`src/hw/mevl_pkg.sv`:
```
package mevl_pkg;
	// ------------------------------------------------------------
	// register map (word index, byte address = index * 4)
	// ------------------------------------------------------------
	localparam logic [7:0] STATUS_SEL_IDX = 8'h0b;
	localparam logic [7:0] PROTECT_IDX = 8'h0c;
	localparam logic [7:0] INTERRUPT_OUTPUT_SEL_IDX = 8'h0d;
	localparam logic [7:0] EVENTS_IDX = 8'h0e;
	localparam logic [7:0] STOP_CTRL_IDX = 8'h20;
	localparam logic [7:0] VLEFT_POS_IDX = 8'h21;
	localparam logic [7:0] VRIGHT_POS_IDX = 8'h22;
	localparam logic [7:0] MOTION_STAT_IDX = 8'h23;
	localparam int unsigned ADDR_LSB = 2;
	localparam int unsigned ADDR_W = 10;
	localparam logic [31:0] STATUS_SEL_RST = 32'h8202_9805;
	localparam logic [31:0] ZERO32 = 32'h0000_0000;
	// ------------------------------------------------------------
	// event bit positions
	// ------------------------------------------------------------
	localparam int unsigned EV_LEFT_LIMIT_SWITCH = 11;
	localparam int unsigned EV_RIGHT_LIMIT_SWITCH = 12;
	localparam int unsigned EV_VLEFT = 13;
	localparam int unsigned EV_VRIGHT = 14;
	localparam int unsigned EV_HOME = 15;
	localparam int unsigned EV_XCAP = 16;
	localparam int unsigned EV_FS = 17;
	localparam int unsigned EV_ENCDEV = 18;
	localparam int unsigned EV_INDEX = 19;
	localparam int unsigned EV_ENCCAP = 20;
	localparam int unsigned EV_SERERR = 21;
	localparam int unsigned EV_RSVD = 22;
	localparam int unsigned EV_SERCFG = 23;
	localparam int unsigned EV_SERFLG = 24;
	localparam int unsigned EV_DGRAM = 25;
	localparam int unsigned EV_VEL0 = 26;
	localparam int unsigned EV_CLMAX = 27;
	localparam int unsigned EV_CLFIT = 28;
	localparam int unsigned EV_STALL = 29;
	localparam int unsigned EV_DRV = 30;
	localparam int unsigned EV_RST = 31;
	localparam int unsigned EV_LO = 11;
	localparam int unsigned STAT_BITS = 8;
	// stop control bits
	localparam int unsigned CTL_LEFT_LIMIT_SWITCH_EN = 0;
	localparam int unsigned CTL_RIGHT_LIMIT_SWITCH_EN = 1;
	localparam int unsigned CTL_VLEFT_EN = 2;
	localparam int unsigned CTL_VRIGHT_EN = 3;
	// ------------------------------------------------------------
	// event sources, one per event bit 15 to 30 except reserved bit 22
	// ------------------------------------------------------------
	typedef struct packed {
		logic driver_flag;
		logic stall;
		logic loop_fit;
		logic angle_max;
		logic enc_standstill;
		logic dgram_sent;
		logic ser_flags;
		logic ser_config;
		logic ser_error;
		logic enc_capture;
		logic enc_index;
		logic enc_deviation;
		logic fullstep;
		logic pos_capture;
		logic home_error;
	} mevl_src_s;
	// motion limit inputs
	typedef struct packed {
		logic left_switch;
		logic right_switch;
		logic vleft_hit;
		logic vright_hit;
	} mevl_lim_s;
endpackage : mevl_pkg

```
`src/hw/mevl_top.sv`:
```
// The Wishbone slave port was chosen for this implementation.
`timescale 1ns/1ps
module mevl_top (
	input wire logic clk_i,
	input wire logic rst_i,
	input wire logic wb_cyc_i,
	input wire logic wb_stb_i,
	input wire logic wb_we_i,
	input wire logic [mevl_pkg::ADDR_W-1:0] wb_adr_i,
	input wire logic [3:0] wb_sel_i,
	input wire logic [31:0] wb_dat_i,
	output logic [31:0] wb_dat_o,
	output logic wb_ack_o,
	input wire mevl_pkg::mevl_src_s src_i,
	input wire mevl_pkg::mevl_lim_s lim_i,
	output logic neg_block_o,
	output logic pos_block_o,
	output logic ramp_stop_o,
	output logic interrupt_output_o,
	output logic [mevl_pkg::STAT_BITS-1:0] dgram_status_o
);
	// ------------------------------------------------------------
	// input synchronisers (pins from outside the clock domain)
	// ------------------------------------------------------------
	mevl_pkg::mevl_src_s src_m_q;
	mevl_pkg::mevl_src_s src_s_q;
	mevl_pkg::mevl_src_s src_p_q;
	mevl_pkg::mevl_lim_s lim_m_q;
	mevl_pkg::mevl_lim_s lim_s_q;
	mevl_pkg::mevl_lim_s lim_p_q;
	logic reset_seen_q;

	always_ff @(posedge clk_i) begin
		if (rst_i) begin
			src_m_q <= '0;
			src_s_q <= '0;
			src_p_q <= '0;
			lim_m_q <= '0;
			lim_s_q <= '0;
			lim_p_q <= '0;
		end else begin
			src_m_q <= src_i;
			src_s_q <= src_m_q;
			src_p_q <= src_s_q;
			lim_m_q <= lim_i;
			lim_s_q <= lim_m_q;
			lim_p_q <= lim_s_q;
		end
	end

	// ------------------------------------------------------------
	// wishbone decode
	// ------------------------------------------------------------
	logic [31:0] status_sel_q;
	logic [31:0] protect_q;
	logic [31:0] interrupt_output_sel_q;
	logic [31:0] stop_ctrl_q;
	logic [31:0] vleft_pos_q;
	logic [31:0] vright_pos_q;
	logic [31:0] events_q;
	logic [31:0] events_d;
	logic ack_q;
	logic [31:0] dat_q;
	logic neg_q;
	logic pos_q;
	logic stall_q;
	logic interrupt_output_q;
	logic [mevl_pkg::STAT_BITS-1:0] stat_q;

	wire [7:0] idx = wb_adr_i[mevl_pkg::ADDR_W-1:mevl_pkg::ADDR_LSB];
	wire req = wb_cyc_i && wb_stb_i && !ack_q;
	wire wr = req && wb_we_i;
	wire rd = req && !wb_we_i;
	wire [31:0] bmask = {{8{wb_sel_i[3]}}, {8{wb_sel_i[2]}}, {8{wb_sel_i[1]}}, {8{wb_sel_i[0]}}};
	wire wr_ssel = wr && (idx == mevl_pkg::STATUS_SEL_IDX);
	wire wr_prot = wr && (idx == mevl_pkg::PROTECT_IDX);
	wire wr_isel = wr && (idx == mevl_pkg::INTERRUPT_OUTPUT_SEL_IDX);
	wire wr_ctl = wr && (idx == mevl_pkg::STOP_CTRL_IDX);
	wire wr_vl = wr && (idx == mevl_pkg::VLEFT_POS_IDX);
	wire wr_vr = wr && (idx == mevl_pkg::VRIGHT_POS_IDX);
	wire rd_ev = rd && (idx == mevl_pkg::EVENTS_IDX);

	function automatic logic [31:0] merge(input logic [31:0] old, input logic [31:0] nw, input logic [31:0] m);
		merge = (old & ~m) | (nw & m);
	endfunction : merge

	function automatic logic [31:0] at_bit(input logic b, input int unsigned pos);
		at_bit = {31'h0000_0000, b} << pos;
	endfunction : at_bit

	// the interrupt follows the select value being written, so it never lags the register by a cycle
	wire [31:0] interrupt_output_sel_d = wr_isel ? merge(interrupt_output_sel_q, wb_dat_i, bmask) : interrupt_output_sel_q;

	// ------------------------------------------------------------
	// event set terms
	// ------------------------------------------------------------
	wire [31:0] rise_src;
	wire [31:0] set_v;
	wire left_limit_switch_en = stop_ctrl_q[mevl_pkg::CTL_LEFT_LIMIT_SWITCH_EN];
	wire right_limit_switch_en = stop_ctrl_q[mevl_pkg::CTL_RIGHT_LIMIT_SWITCH_EN];
	wire vl_en = stop_ctrl_q[mevl_pkg::CTL_VLEFT_EN];
	wire vr_en = stop_ctrl_q[mevl_pkg::CTL_VRIGHT_EN];
	wire left_limit_switch_trig = left_limit_switch_en && lim_s_q.left_switch && !lim_p_q.left_switch;
	wire right_limit_switch_trig = right_limit_switch_en && lim_s_q.right_switch && !lim_p_q.right_switch;
	wire vl_trig = vl_en && lim_s_q.vleft_hit && !lim_p_q.vleft_hit;
	wire vr_trig = vr_en && lim_s_q.vright_hit && !lim_p_q.vright_hit;
	// sources are rising-edge detected so a held condition fires once
	wire mevl_pkg::mevl_src_s src_rise = src_s_q & ~src_p_q;

	// each source is placed by name: bit 22 has no source, so a plain shift would put the upper eight one bit low
	assign rise_src = at_bit(src_rise.home_error, mevl_pkg::EV_HOME)
		| at_bit(src_rise.pos_capture, mevl_pkg::EV_XCAP)
		| at_bit(src_rise.fullstep, mevl_pkg::EV_FS)
		| at_bit(src_rise.enc_deviation, mevl_pkg::EV_ENCDEV)
		| at_bit(src_rise.enc_index, mevl_pkg::EV_INDEX)
		| at_bit(src_rise.enc_capture, mevl_pkg::EV_ENCCAP)
		| at_bit(src_rise.ser_error, mevl_pkg::EV_SERERR)
		| at_bit(src_rise.ser_config, mevl_pkg::EV_SERCFG)
		| at_bit(src_rise.ser_flags, mevl_pkg::EV_SERFLG)
		| at_bit(src_rise.dgram_sent, mevl_pkg::EV_DGRAM)
		| at_bit(src_rise.enc_standstill, mevl_pkg::EV_VEL0)
		| at_bit(src_rise.angle_max, mevl_pkg::EV_CLMAX)
		| at_bit(src_rise.loop_fit, mevl_pkg::EV_CLFIT)
		| at_bit(src_rise.stall, mevl_pkg::EV_STALL)
		| at_bit(src_rise.driver_flag, mevl_pkg::EV_DRV);
	assign set_v = rise_src
		| at_bit(left_limit_switch_trig, mevl_pkg::EV_LEFT_LIMIT_SWITCH)
		| at_bit(right_limit_switch_trig, mevl_pkg::EV_RIGHT_LIMIT_SWITCH)
		| at_bit(vl_trig, mevl_pkg::EV_VLEFT)
		| at_bit(vr_trig, mevl_pkg::EV_VRIGHT)
		| at_bit(reset_seen_q, mevl_pkg::EV_RST);

	// bit 22 has no source and the lower bits belong to the other half; both are masked
	wire [31:0] upper_mask = ~((32'h0000_0001 << mevl_pkg::EV_LO) - 32'h0000_0001);
	wire [31:0] rsvd_mask = ~(32'h0000_0001 << mevl_pkg::EV_RSVD);
	wire [31:0] clr_v = rd_ev ? ~protect_q : mevl_pkg::ZERO32;

	// set wins over a clear in the same cycle
	assign events_d = ((events_q & ~clr_v) | set_v) & upper_mask & rsvd_mask;

	// ------------------------------------------------------------
	// registers
	// ------------------------------------------------------------
	always_ff @(posedge clk_i) begin
		if (rst_i) begin
			reset_seen_q <= 1'b1;
			events_q <= mevl_pkg::ZERO32;
			status_sel_q <= mevl_pkg::STATUS_SEL_RST;
			protect_q <= mevl_pkg::ZERO32;
			interrupt_output_sel_q <= mevl_pkg::ZERO32;
			stop_ctrl_q <= mevl_pkg::ZERO32;
			vleft_pos_q <= mevl_pkg::ZERO32;
			vright_pos_q <= mevl_pkg::ZERO32;
		end else begin
			reset_seen_q <= 1'b0;
			events_q <= events_d;
			if (wr_ssel) status_sel_q <= merge(status_sel_q, wb_dat_i, bmask);
			if (wr_prot) protect_q <= merge(protect_q, wb_dat_i, bmask);
			interrupt_output_sel_q <= interrupt_output_sel_d;
			if (wr_ctl) stop_ctrl_q <= merge(stop_ctrl_q, wb_dat_i, bmask);
			if (wr_vl) vleft_pos_q <= merge(vleft_pos_q, wb_dat_i, bmask);
			if (wr_vr) vright_pos_q <= merge(vright_pos_q, wb_dat_i, bmask);
		end
	end

	// ------------------------------------------------------------
	// motion inhibit
	// ------------------------------------------------------------
	// a block releases only after its event is cleared and either the cause is gone (switch released, new virtual position written) or its stop is disabled
	wire neg_rel_sw = !events_q[mevl_pkg::EV_LEFT_LIMIT_SWITCH] && (!lim_s_q.left_switch || !left_limit_switch_en);
	wire pos_rel_sw = !events_q[mevl_pkg::EV_RIGHT_LIMIT_SWITCH] && (!lim_s_q.right_switch || !right_limit_switch_en);
	logic vl_blk_q;
	logic vr_blk_q;
	logic sl_blk_q;
	logic sr_blk_q;
	wire vl_blk_d = vl_trig || (vl_blk_q && !(!events_q[mevl_pkg::EV_VLEFT] && (wr_vl || !vl_en)));
	wire vr_blk_d = vr_trig || (vr_blk_q && !(!events_q[mevl_pkg::EV_VRIGHT] && (wr_vr || !vr_en)));
	wire sl_blk_d = left_limit_switch_trig || (sl_blk_q && !neg_rel_sw);
	wire sr_blk_d = right_limit_switch_trig || (sr_blk_q && !pos_rel_sw);
	wire [31:0] rd_mux =
		(idx == mevl_pkg::STATUS_SEL_IDX) ? status_sel_q :
		(idx == mevl_pkg::PROTECT_IDX) ? protect_q :
		(idx == mevl_pkg::INTERRUPT_OUTPUT_SEL_IDX) ? interrupt_output_sel_q :
		(idx == mevl_pkg::EVENTS_IDX) ? events_q :
		(idx == mevl_pkg::STOP_CTRL_IDX) ? stop_ctrl_q :
		(idx == mevl_pkg::VLEFT_POS_IDX) ? vleft_pos_q :
		(idx == mevl_pkg::VRIGHT_POS_IDX) ? vright_pos_q :
		(idx == mevl_pkg::MOTION_STAT_IDX) ? {28'h000_0000, sr_blk_q, sl_blk_q, pos_q, neg_q} :
		mevl_pkg::ZERO32;
	// limitation: the status byte carries the low eight event bits, which this half never sets
	wire [31:0] ssel_ev = events_q & status_sel_q;

	always_ff @(posedge clk_i) begin
		if (rst_i) begin
			vl_blk_q <= 1'b0;
			vr_blk_q <= 1'b0;
			sl_blk_q <= 1'b0;
			sr_blk_q <= 1'b0;
			neg_q <= 1'b0;
			pos_q <= 1'b0;
			stall_q <= 1'b0;
			interrupt_output_q <= 1'b0;
			stat_q <= '0;
			ack_q <= 1'b0;
			dat_q <= mevl_pkg::ZERO32;
		end else begin
			vl_blk_q <= vl_blk_d;
			vr_blk_q <= vr_blk_d;
			sl_blk_q <= sl_blk_d;
			sr_blk_q <= sr_blk_d;
			neg_q <= sl_blk_d || vl_blk_d;
			pos_q <= sr_blk_d || vr_blk_d;
			stall_q <= events_d[mevl_pkg::EV_STALL];
			interrupt_output_q <= |(events_d & interrupt_output_sel_d);
			stat_q <= ssel_ev[mevl_pkg::STAT_BITS-1:0];
			ack_q <= req;
			dat_q <= rd ? rd_mux : mevl_pkg::ZERO32;
		end
	end

	assign neg_block_o = neg_q;
	assign pos_block_o = pos_q;
	assign ramp_stop_o = stall_q;
	assign interrupt_output_o = interrupt_output_q;
	assign dgram_status_o = stat_q;
	assign wb_ack_o = ack_q;
	assign wb_dat_o = dat_q;

	// ------------------------------------------------------------
	// event latch checks
	// ------------------------------------------------------------
	a_reserved_zero: assert property (@(posedge clk_i) disable iff (rst_i)
		!events_q[mevl_pkg::EV_RSVD])
		else $error("reserved event bit set");
	a_lower_zero: assert property (@(posedge clk_i) disable iff (rst_i)
		events_q[mevl_pkg::EV_LO-1:0] == '0)
		else $error("lower event bits set in upper half");
	a_reset_event: assert property (@(posedge clk_i) disable iff (rst_i)
		reset_seen_q |=> events_q[mevl_pkg::EV_RST])
		else $error("reset event not latched");
	a_event_sticky: assert property (@(posedge clk_i) disable iff (rst_i)
		events_q[mevl_pkg::EV_DGRAM] && !rd_ev |=> events_q[mevl_pkg::EV_DGRAM])
		else $error("event dropped without a read");
	a_read_clear: assert property (@(posedge clk_i) disable iff (rst_i)
		rd_ev && (set_v == mevl_pkg::ZERO32) |=> ((events_q & ~protect_q) == mevl_pkg::ZERO32))
		else $error("read did not clear unprotected events");
	a_protect_keep: assert property (@(posedge clk_i) disable iff (rst_i)
		rd_ev |=> ((~events_q & $past(events_q) & protect_q) == mevl_pkg::ZERO32))
		else $error("protected event cleared by a read");
	a_read_data: assert property (@(posedge clk_i) disable iff (rst_i)
		rd_ev |=> (wb_dat_o == $past(events_q)))
		else $error("event read returned wrong data");
	a_home_set: assert property (@(posedge clk_i) disable iff (rst_i)
		src_rise.home_error |=> events_q[mevl_pkg::EV_HOME])
		else $error("home error event not latched");
	a_poscap_set: assert property (@(posedge clk_i) disable iff (rst_i)
		src_rise.pos_capture |=> events_q[mevl_pkg::EV_XCAP])
		else $error("position capture event not latched");
	a_fullstep_set: assert property (@(posedge clk_i) disable iff (rst_i)
		src_rise.fullstep |=> events_q[mevl_pkg::EV_FS])
		else $error("fullstep event not latched");
	a_encdev_set: assert property (@(posedge clk_i) disable iff (rst_i)
		src_rise.enc_deviation |=> events_q[mevl_pkg::EV_ENCDEV])
		else $error("encoder deviation event not latched");
	a_index_set: assert property (@(posedge clk_i) disable iff (rst_i)
		src_rise.enc_index |=> events_q[mevl_pkg::EV_INDEX])
		else $error("encoder index event not latched");
	a_enccap_set: assert property (@(posedge clk_i) disable iff (rst_i)
		src_rise.enc_capture |=> events_q[mevl_pkg::EV_ENCCAP])
		else $error("encoder capture event not latched");
	a_sererr_set: assert property (@(posedge clk_i) disable iff (rst_i)
		src_rise.ser_error |=> events_q[mevl_pkg::EV_SERERR])
		else $error("serial encoder error event not latched");
	a_sercfg_set: assert property (@(posedge clk_i) disable iff (rst_i)
		src_rise.ser_config |=> events_q[mevl_pkg::EV_SERCFG])
		else $error("serial encoder config event not latched");
	a_serflag_set: assert property (@(posedge clk_i) disable iff (rst_i)
		src_rise.ser_flags |=> events_q[mevl_pkg::EV_SERFLG])
		else $error("serial encoder flag event not latched");
	a_dgram_set: assert property (@(posedge clk_i) disable iff (rst_i)
		src_rise.dgram_sent |=> events_q[mevl_pkg::EV_DGRAM])
		else $error("datagram event not latched");
	a_vel_zero_set: assert property (@(posedge clk_i) disable iff (rst_i)
		src_rise.enc_standstill |=> events_q[mevl_pkg::EV_VEL0])
		else $error("encoder standstill event not latched");
	a_angle_max_set: assert property (@(posedge clk_i) disable iff (rst_i)
		src_rise.angle_max |=> events_q[mevl_pkg::EV_CLMAX])
		else $error("commutation angle event not latched");
	a_loop_fit_set: assert property (@(posedge clk_i) disable iff (rst_i)
		src_rise.loop_fit |=> events_q[mevl_pkg::EV_CLFIT])
		else $error("loop fit event not latched");
	a_stall_set: assert property (@(posedge clk_i) disable iff (rst_i)
		src_rise.stall |=> events_q[mevl_pkg::EV_STALL])
		else $error("stall event not latched");
	a_driver_set: assert property (@(posedge clk_i) disable iff (rst_i)
		src_rise.driver_flag |=> events_q[mevl_pkg::EV_DRV])
		else $error("driver flag event not latched");

	// ------------------------------------------------------------
	// inhibit, interrupt and bus checks
	// ------------------------------------------------------------
	a_left_limit_switch_event: assert property (@(posedge clk_i) disable iff (rst_i)
		left_limit_switch_trig |=> events_q[mevl_pkg::EV_LEFT_LIMIT_SWITCH])
		else $error("left switch event not latched");
	a_left_limit_switch_block: assert property (@(posedge clk_i) disable iff (rst_i)
		left_limit_switch_trig |=> ##1 neg_block_o)
		else $error("left switch did not block negative motion");
	a_left_limit_switch_release: assert property (@(posedge clk_i) disable iff (rst_i)
		sl_blk_q && !events_q[mevl_pkg::EV_LEFT_LIMIT_SWITCH] && (!lim_s_q.left_switch || !left_limit_switch_en) |=> !sl_blk_q)
		else $error("left switch block not released");
	a_right_limit_switch_event: assert property (@(posedge clk_i) disable iff (rst_i)
		right_limit_switch_trig |=> events_q[mevl_pkg::EV_RIGHT_LIMIT_SWITCH])
		else $error("right switch event not latched");
	a_right_limit_switch_block: assert property (@(posedge clk_i) disable iff (rst_i)
		right_limit_switch_trig |=> ##1 pos_block_o)
		else $error("right switch did not block positive motion");
	a_right_limit_switch_release: assert property (@(posedge clk_i) disable iff (rst_i)
		sr_blk_q && !events_q[mevl_pkg::EV_RIGHT_LIMIT_SWITCH] && (!lim_s_q.right_switch || !right_limit_switch_en) |=> !sr_blk_q)
		else $error("right switch block not released");
	a_vleft_event: assert property (@(posedge clk_i) disable iff (rst_i)
		vl_trig |=> events_q[mevl_pkg::EV_VLEFT])
		else $error("virtual left event not latched");
	a_vleft_block: assert property (@(posedge clk_i) disable iff (rst_i)
		vl_trig |=> neg_block_o)
		else $error("virtual left did not block negative motion");
	a_vleft_release: assert property (@(posedge clk_i) disable iff (rst_i)
		vl_blk_q && !events_q[mevl_pkg::EV_VLEFT] && wr_vl && !vl_trig |=> !vl_blk_q)
		else $error("virtual left block not released by new position");
	a_vright_event: assert property (@(posedge clk_i) disable iff (rst_i)
		vr_trig |=> events_q[mevl_pkg::EV_VRIGHT])
		else $error("virtual right event not latched");
	a_vright_block: assert property (@(posedge clk_i) disable iff (rst_i)
		vr_trig |=> pos_block_o)
		else $error("virtual right did not block positive motion");
	a_vright_hold: assert property (@(posedge clk_i) disable iff (rst_i)
		vr_blk_q && events_q[mevl_pkg::EV_VRIGHT] |=> vr_blk_q)
		else $error("virtual right block released early");
	a_vright_release: assert property (@(posedge clk_i) disable iff (rst_i)
		vr_blk_q && !events_q[mevl_pkg::EV_VRIGHT] && !vr_en |=> !vr_blk_q)
		else $error("virtual right block not released when disabled");
	a_stall_stop: assert property (@(posedge clk_i) disable iff (rst_i)
		src_rise.stall |=> ##1 ramp_stop_o)
		else $error("stall did not stop ramp");
	a_stall_level: assert property (@(posedge clk_i) disable iff (rst_i)
		ramp_stop_o == events_q[mevl_pkg::EV_STALL])
		else $error("ramp stop differs from stall event");
	a_interrupt_output_follow: assert property (@(posedge clk_i) disable iff (rst_i)
		|(events_q & interrupt_output_sel_q) |-> interrupt_output_o)
		else $error("interrupt missing");
	a_irq_low: assert property (@(posedge clk_i) disable iff (rst_i)
		((events_q & interrupt_output_sel_q) == mevl_pkg::ZERO32) |-> !interrupt_output_o)
		else $error("interrupt without a selected event");
	a_ack_pulse: assert property (@(posedge clk_i) disable iff (rst_i)
		wb_ack_o |=> !wb_ack_o)
		else $error("acknowledge longer than one cycle");
	a_idle_data: assert property (@(posedge clk_i) disable iff (rst_i)
		!wb_ack_o |-> (wb_dat_o == mevl_pkg::ZERO32))
		else $error("read data not zero outside acknowledge");
endmodule : mevl_top

```
`config.mk`:
```
export PLATFORM = sky130hd
export DESIGN_NAME = mevl_top
export DESIGN_NICKNAME = d
export VERILOG_FILES = /design/src/hw/mevl_pkg.sv /design/src/hw/mevl_top.sv
export SDC_FILE = /design/constraint.sdc
export NUM_CORES = 1
export LEC_CHECK = 0
export BUFFER_PORTS_ARGS = -buffer_cell sky130_fd_sc_hd__clkbuf_2
export CAP_MARGIN = 20
export CORE_MARGIN = 2
export CORE_UTILIZATION = 30
export CTS_BUF_LIST = sky130_fd_sc_hd__clkbuf_4
export DETAILED_ROUTE_END_ITERATION = 8
export MAX_ROUTING_LAYER = met4
export PLACE_DENSITY = 0.58
export SLEW_MARGIN = 20
export SYNTH_ARGS = -nofsm -noshare
export SYNTH_HDL_FRONTEND = slang
export SYNTH_SLANG_ARGS = --single-unit
```
`constraint.sdc`:
```
create_clock -name clk_i -period 1.9 [get_ports clk_i]
set_input_delay 0.095 -clock clk_i [delete_from_list [all_inputs] [get_ports clk_i]]
set_output_delay 0.095 -clock clk_i [all_outputs]
set_load 0.01 [all_outputs]
```
# Word-level counts from Yosys, hierarchy flattened
# Cells that the tools add are included.
# classes
n_eq_ne	8
n_mux	11
bitwise	42
reduce_logical	59
# op_table
op	count
bitwise AND 32 bit	9
2-to-1 mux 32 bit	9
OR 32 bit	7
NOT 32 bit	3
equality test 8 x 4 -> 1 bit (second input constant)	4
equality test 8 x 6 -> 1 bit (second input constant)	4
OR 31 x 32 -> 32 bit	1
OR reduction 32 bit	1
OR 30 x 31 -> 31 bit	1
OR 31 x 12 -> 31 bit	1
OR 31 x 13 -> 31 bit	1
OR 31 x 14 -> 31 bit	1
OR 31 x 15 -> 31 bit	1
OR 29 x 30 -> 30 bit	1
OR 28 x 29 -> 29 bit	1
OR 27 x 28 -> 28 bit	1
logical AND 1 bit	27
OR 26 x 27 -> 27 bit	1
OR 25 x 26 -> 26 bit	1
OR 24 x 25 -> 25 bit	1
OR 22 x 24 -> 24 bit	1
OR 21 x 22 -> 22 bit	1
OR 20 x 21 -> 21 bit	1
zero test 1 bit	20
other kinds (12)	21
# word_totals
wordCells	196
ff_bits	319

# Logic depth before layout (Yosys ltp)
# depth
ltp_word	24
mapped_depth	8
mapped_depth_nobuf	6

# Least setup slack after synthesis
# No wires, ideal clock.
# synth_timing
path_type	register to register
startpoint	register ack_q, in the netlist wb_ack_o
endpoint	register interrupt_output_q, in the netlist interrupt_output_o
path_stages_with_launch	8
arrival_time_ns	1.795
setup_ns	0.131
synth_period_minus_slack_ns	1.926
path_buffers	1
setup_slack_ns	-0.026
cell_sequence	dfxtp_1 -> and4b_1 -> clkbuf_1 -> nand4_2 -> mux2i_1 -> o22ai_1 -> nor4_1 -> a31oi_1
# synth_via
elab_chain_cells	10
word_cells_on_any_way	13
cone_classes	2 x mux; 4 x bitwise; 7 x reduce/logical
# synth_lines
item	line	source
from (decl)	mevl_top.sv:62	logic ack_q;
from (signal assigned)	mevl_top.sv:216	ack_q <= req;
zero test 1 bit *	mevl_top.sv:71	wire req = wb_cyc_i && wb_stb_i && !ack_q;
logical AND 1 bit *	mevl_top.sv:71	
logical AND 1 bit	mevl_top.sv:73	wire rd = req && !wb_we_i;
logical AND 1 bit	mevl_top.sv:81	wire rd_ev = rd && (idx == mevl_pkg::EVENTS_IDX);
2-to-1 mux 32 bit	mevl_top.sv:136	wire [31:0] clr_v = rd_ev ? ~protect_q : mevl_pkg::ZERO32;
NOT 32 bit	mevl_top.sv:139	assign events_d = ((events_q & ~clr_v) | set_v) & upper_mask & rsvd_mask;
bitwise AND 32 bit	mevl_top.sv:139	
OR 32 bit	mevl_top.sv:139	
bitwise AND 32 bit *	mevl_top.sv:214	interrupt_output_q <= |(events_d & interrupt_output_sel_d);
OR reduction 32 bit *	mevl_top.sv:214	
to (signal assigned)	mevl_top.sv:214	
to (decl)	mevl_top.sv:67	logic interrupt_output_q;
# Every way passes the cells marked *; elsewhere a longest branch is shown, timed or not.
# A chain may end at the register's enable or synchronous reset.

# Worst setup path in the final report
# Ends and elaborated chain as after synthesis.

==> impl_metrics.csv <==
group,metric,value,unit
outcome,outcome,"complete, but fails checks",
outcome,failed_checks,"setup timing",
sta,hold_ws,120,ps
flow_run,maxCapViolations,0,
sta,setup_tns,-102,ps
min_path,holdPathStages,6,
critical_path,critical_path.max_stage_delay,340,ps
grt,antenna_found_initial,1,
drt,via_per_inst,4.92,
critical_path,worstPathCellList,"nor4bb_2 > buf_4 > buf_6 > nand4b_1 > a21oi_2 > o22ai_1 > nor4_2 > a31oi_1",
power,power_leakage,0.00610,uW
synthesis,ys_types,40,
synthesis,synthSimpleGateAreaFrac,0.191,
min_path,min_to,"events_q[14]$_SDFF_PP0_",
cells_and_area,area_delta_synth_final,31.4,%
sta,setup_viol,1,
sta,layout_setup_ws,-102,ps
critical_path,r2r-start,"wb_ack_o$_SDFF_PP0_",
sta,clock_skew,67.3,ps
critical_path,worstSetupStartpointType,"flip-flop",
clocking,clkSinkCount,310,
drt,drt_iter0_drc,754,
grt,grt_pass1_wl,56500,um
synthesis,ys_seq_elements,310,
grt,gr-total-overflow,0,
synthesis,yosys.area.top_type,"dfxtp_1",
grt,grt_max_degree,151,
power,peakVddDrop,0.475,mV
sta,drv_slew,0,
critical_path,rr_worst_depth,8,
grt,grt_use_met2,0.276,
clocking,path_clk_slew,70,ps
critical_path,worst-setup-path-type,"reg -> reg",
cells_and_area,drive_above_1_share,0.240,
floorplan,die_y,203,um
sta,worst_pin_slew,716,ps
drt,vias,10700,
synthesis,async_reset_ff_frac,0,
place,dp.cells,1966,
power,total_power,13400,uW
sta,fin_crit_sh,1.05,
floorplan,io_pins,115,
synthesis,netlist_instances,1326,
clocking,clock_latency,730,ps
place,portBuffers,104,
grt,grt.met3_usage,0.0376,
synthesis,synth_top_family_by_area,"simple AND/OR/NAND/NOR gates",
sta,final-hold-violation-count,0,
critical_path,rr_endpoint,"interrupt_output_o$_SDFF_PP0_",
synthesis,synth_xor_area_frac,0,
drt,routed_wirelength,36300,um
clocking,clockRootBuffer,"clkbuf_4",
grt,busiest_layer,"met2",
critical_path,critPathSlowestCell,"nor4_2",
floorplan,start_util,0.306,
floorplan,die_area,41300,sq um
clocking,cts-buffers-inserted,81,
drt,ant_nets,0,
synthesis,synthAdderAreaFrac,0,
place,post-dp-hpwl,24300,um
clocking,cts_htree_levels,3,
critical_path,path_max_fanout,8,
place,routabilityCongestion,0.833,
synthesis,synth_top_cell_area_share,0.521,
grt,grtUsageTotal,0.178,
clocking,clockBufferDepth,3,
synthesis,muxShareOfSynthArea,0.105,
drt,first_pass_iters,5,
floorplan,die_w,203,um
synthesis,synth_area,11900,sq um
floorplan,core.rowCount,72,
power,p_per_area,855,nW/um^2
cells_and_area,fin_nets,1667,
drt,drc_errors,0,
grt,met1_usage,0.226,
floorplan,core,38900,sq um
critical_path,cp-end-kind,"flip-flop",
min_path,holdCritPathClass,"in -> reg",
synthesis,synth_compound_area_frac,0.148,
drt,post_drt_wl_per_cell,16.7,um
sta,fmax,500,MHz
synthesis,synth_flop_cell,"dfxtp_1",
grt,grt_pass1_vias,10400,
synthesis,synth_edf_count,0,
sta,max_slew_margin,0.523,
synthesis,yosys-top-cells-area,"dfxtp_1, mux2i_1, nand2_1",
critical_path,critPathArrivalTime,2560,ps
synthesis,synth_warnings,0,
cells_and_area,fin_cells,2172,
cells_and_area,fillers,3985,
min_path,min_from,"wb_adr_i[3]",
clocking,cts_tree,"done",
synthesis,synth_area_per_cell,8.98,sq um
sta,fin_crit,2000,ps
critical_path,critPathRequiredTime,2450,ps
sta,rsz0062_at_grt,"yes",
synthesis,seq_area_frac_synth,0.521,
critical_path,regToRegSetupSlack,-100,ps
## worst max-delay path: cells and delay by family (launching register included)
kind | cells | cell delay, ps
AND/OR/NAND/NOR | 3 | 760
AO/OA/AOI/OAI | 3 | 410
flip-flops | 1 | 330
buffers and inverters | 2 | 320
## layout by cell type (no fill, tap or decap), types with 14 or more instances in the layout
master         instances
nor2b_1               64
nand3_1               38
nand2_1              200
mux2i_1              104
buf_4                 89
clkbuf_4             129
a31oi_1               14
clkbuf_2             103
a21oi_1              129
nor2_1               124
dfxtp_1              309
a22oi_1               55
o21ai_0               77
dlygate4sd3_1         62
## cells by family (layout without fill, tap and decap cells)
kind of cell,after synthesis,count (layout)
compound gates,310,310
flops,310,310
buf+inv,99,419
mux,120,120
other cells,1,9
simple gates,486,486
## synth_stat cells (all sizes together) (8+ instances only)
library cell  instances
a22oi                55
nor2b                65
mux2i               116
nand3                39
buf                  17
nand2               204
nor2                128
nand3b               11
dfxtp               310
o22ai                 9
a221oi                8
a31oi                14
clkbuf               75
a21oi               140
nand4b               11
o21ai                78
## power breakdown
group          total [uW]  leakage (uW)  switching [uW]  internal (uW)
clock network        6100      0.000651            2650           3460
registers            6600       0.00251            29.9           6570
logic                 690       0.00294             403            287
## layout make-up
type	count	area (sq um)	share of cell area
Multi-Input combinational cell	924	5550	0.354
Sequential cell	310	6210	0.396
Inverter	7	26.3	0.00168
Clock buffer	129	968	0.0619
Clock inverter	10	120	0.00767
Antenna cell	1	2.50	0.000160
Timing Repair Buffer	273	2130	0.136
Tap cell	518	648	0.0414
## per-stage QoR
stage | utilization | worst slack [ps] | cell area [sq um]
2_1_floorplan | - | -25.7 | 11900
3_3_place_gp | 0.352 | -143 | 13700
3_5_place_dp | 0.352 | -153 | 13700
4_1_cts | 0.399 | -29.1 | 15500
5_1_grt | 0.402 | -130 | 15700
6_report | 0.402 | -102 | 15700
## per-layer routing
metal  up-vias  part of all wire
li1       5179                 -
met5         -                 0
met1      5125              0.45
met3        53             0.055
met4         0             0.023
met2       319              0.47
## how the worst max path moves through the flow
stage | slack (ps) | start | depth (start not counted) | to
after CTS | -30 | wb_ack_o$_SDFF_PP0_ | 8 | interrupt_output_o$_SDFF_PP0_
after global routing | -130 | wb_ack_o$_SDFF_PP0_ | 6 | interrupt_output_o$_SDFF_PP0_
after floorplan | -30 | wb_ack_o$_SDFF_PP0_ | 7 | interrupt_output_o$_SDFF_PP0_
after global placement | -140 | wb_adr_i[6] | 9 | interrupt_output_o$_SDFF_PP0_
after detailed placement | -150 | wb_ack_o$_SDFF_PP0_ | 6 | interrupt_output_o$_SDFF_PP0_
final | -100 | wb_ack_o$_SDFF_PP0_ | 8 | interrupt_output_o$_SDFF_PP0_
## timing repair
| item | 4_1_cts | 5_1_grt |
|---|---|---|
| hold endpoints to repair | 233 | 6 |
| endpoints found under the setup margin | 49 | 73 |
| gates resized for setup | 29 | 24 |
| pin swaps | 10 | 6 |
| setup buffers | 1 | 3 |
| hold buffers | 61 | 1 |
No activity file was read; power rests on OpenSTA's default activity.
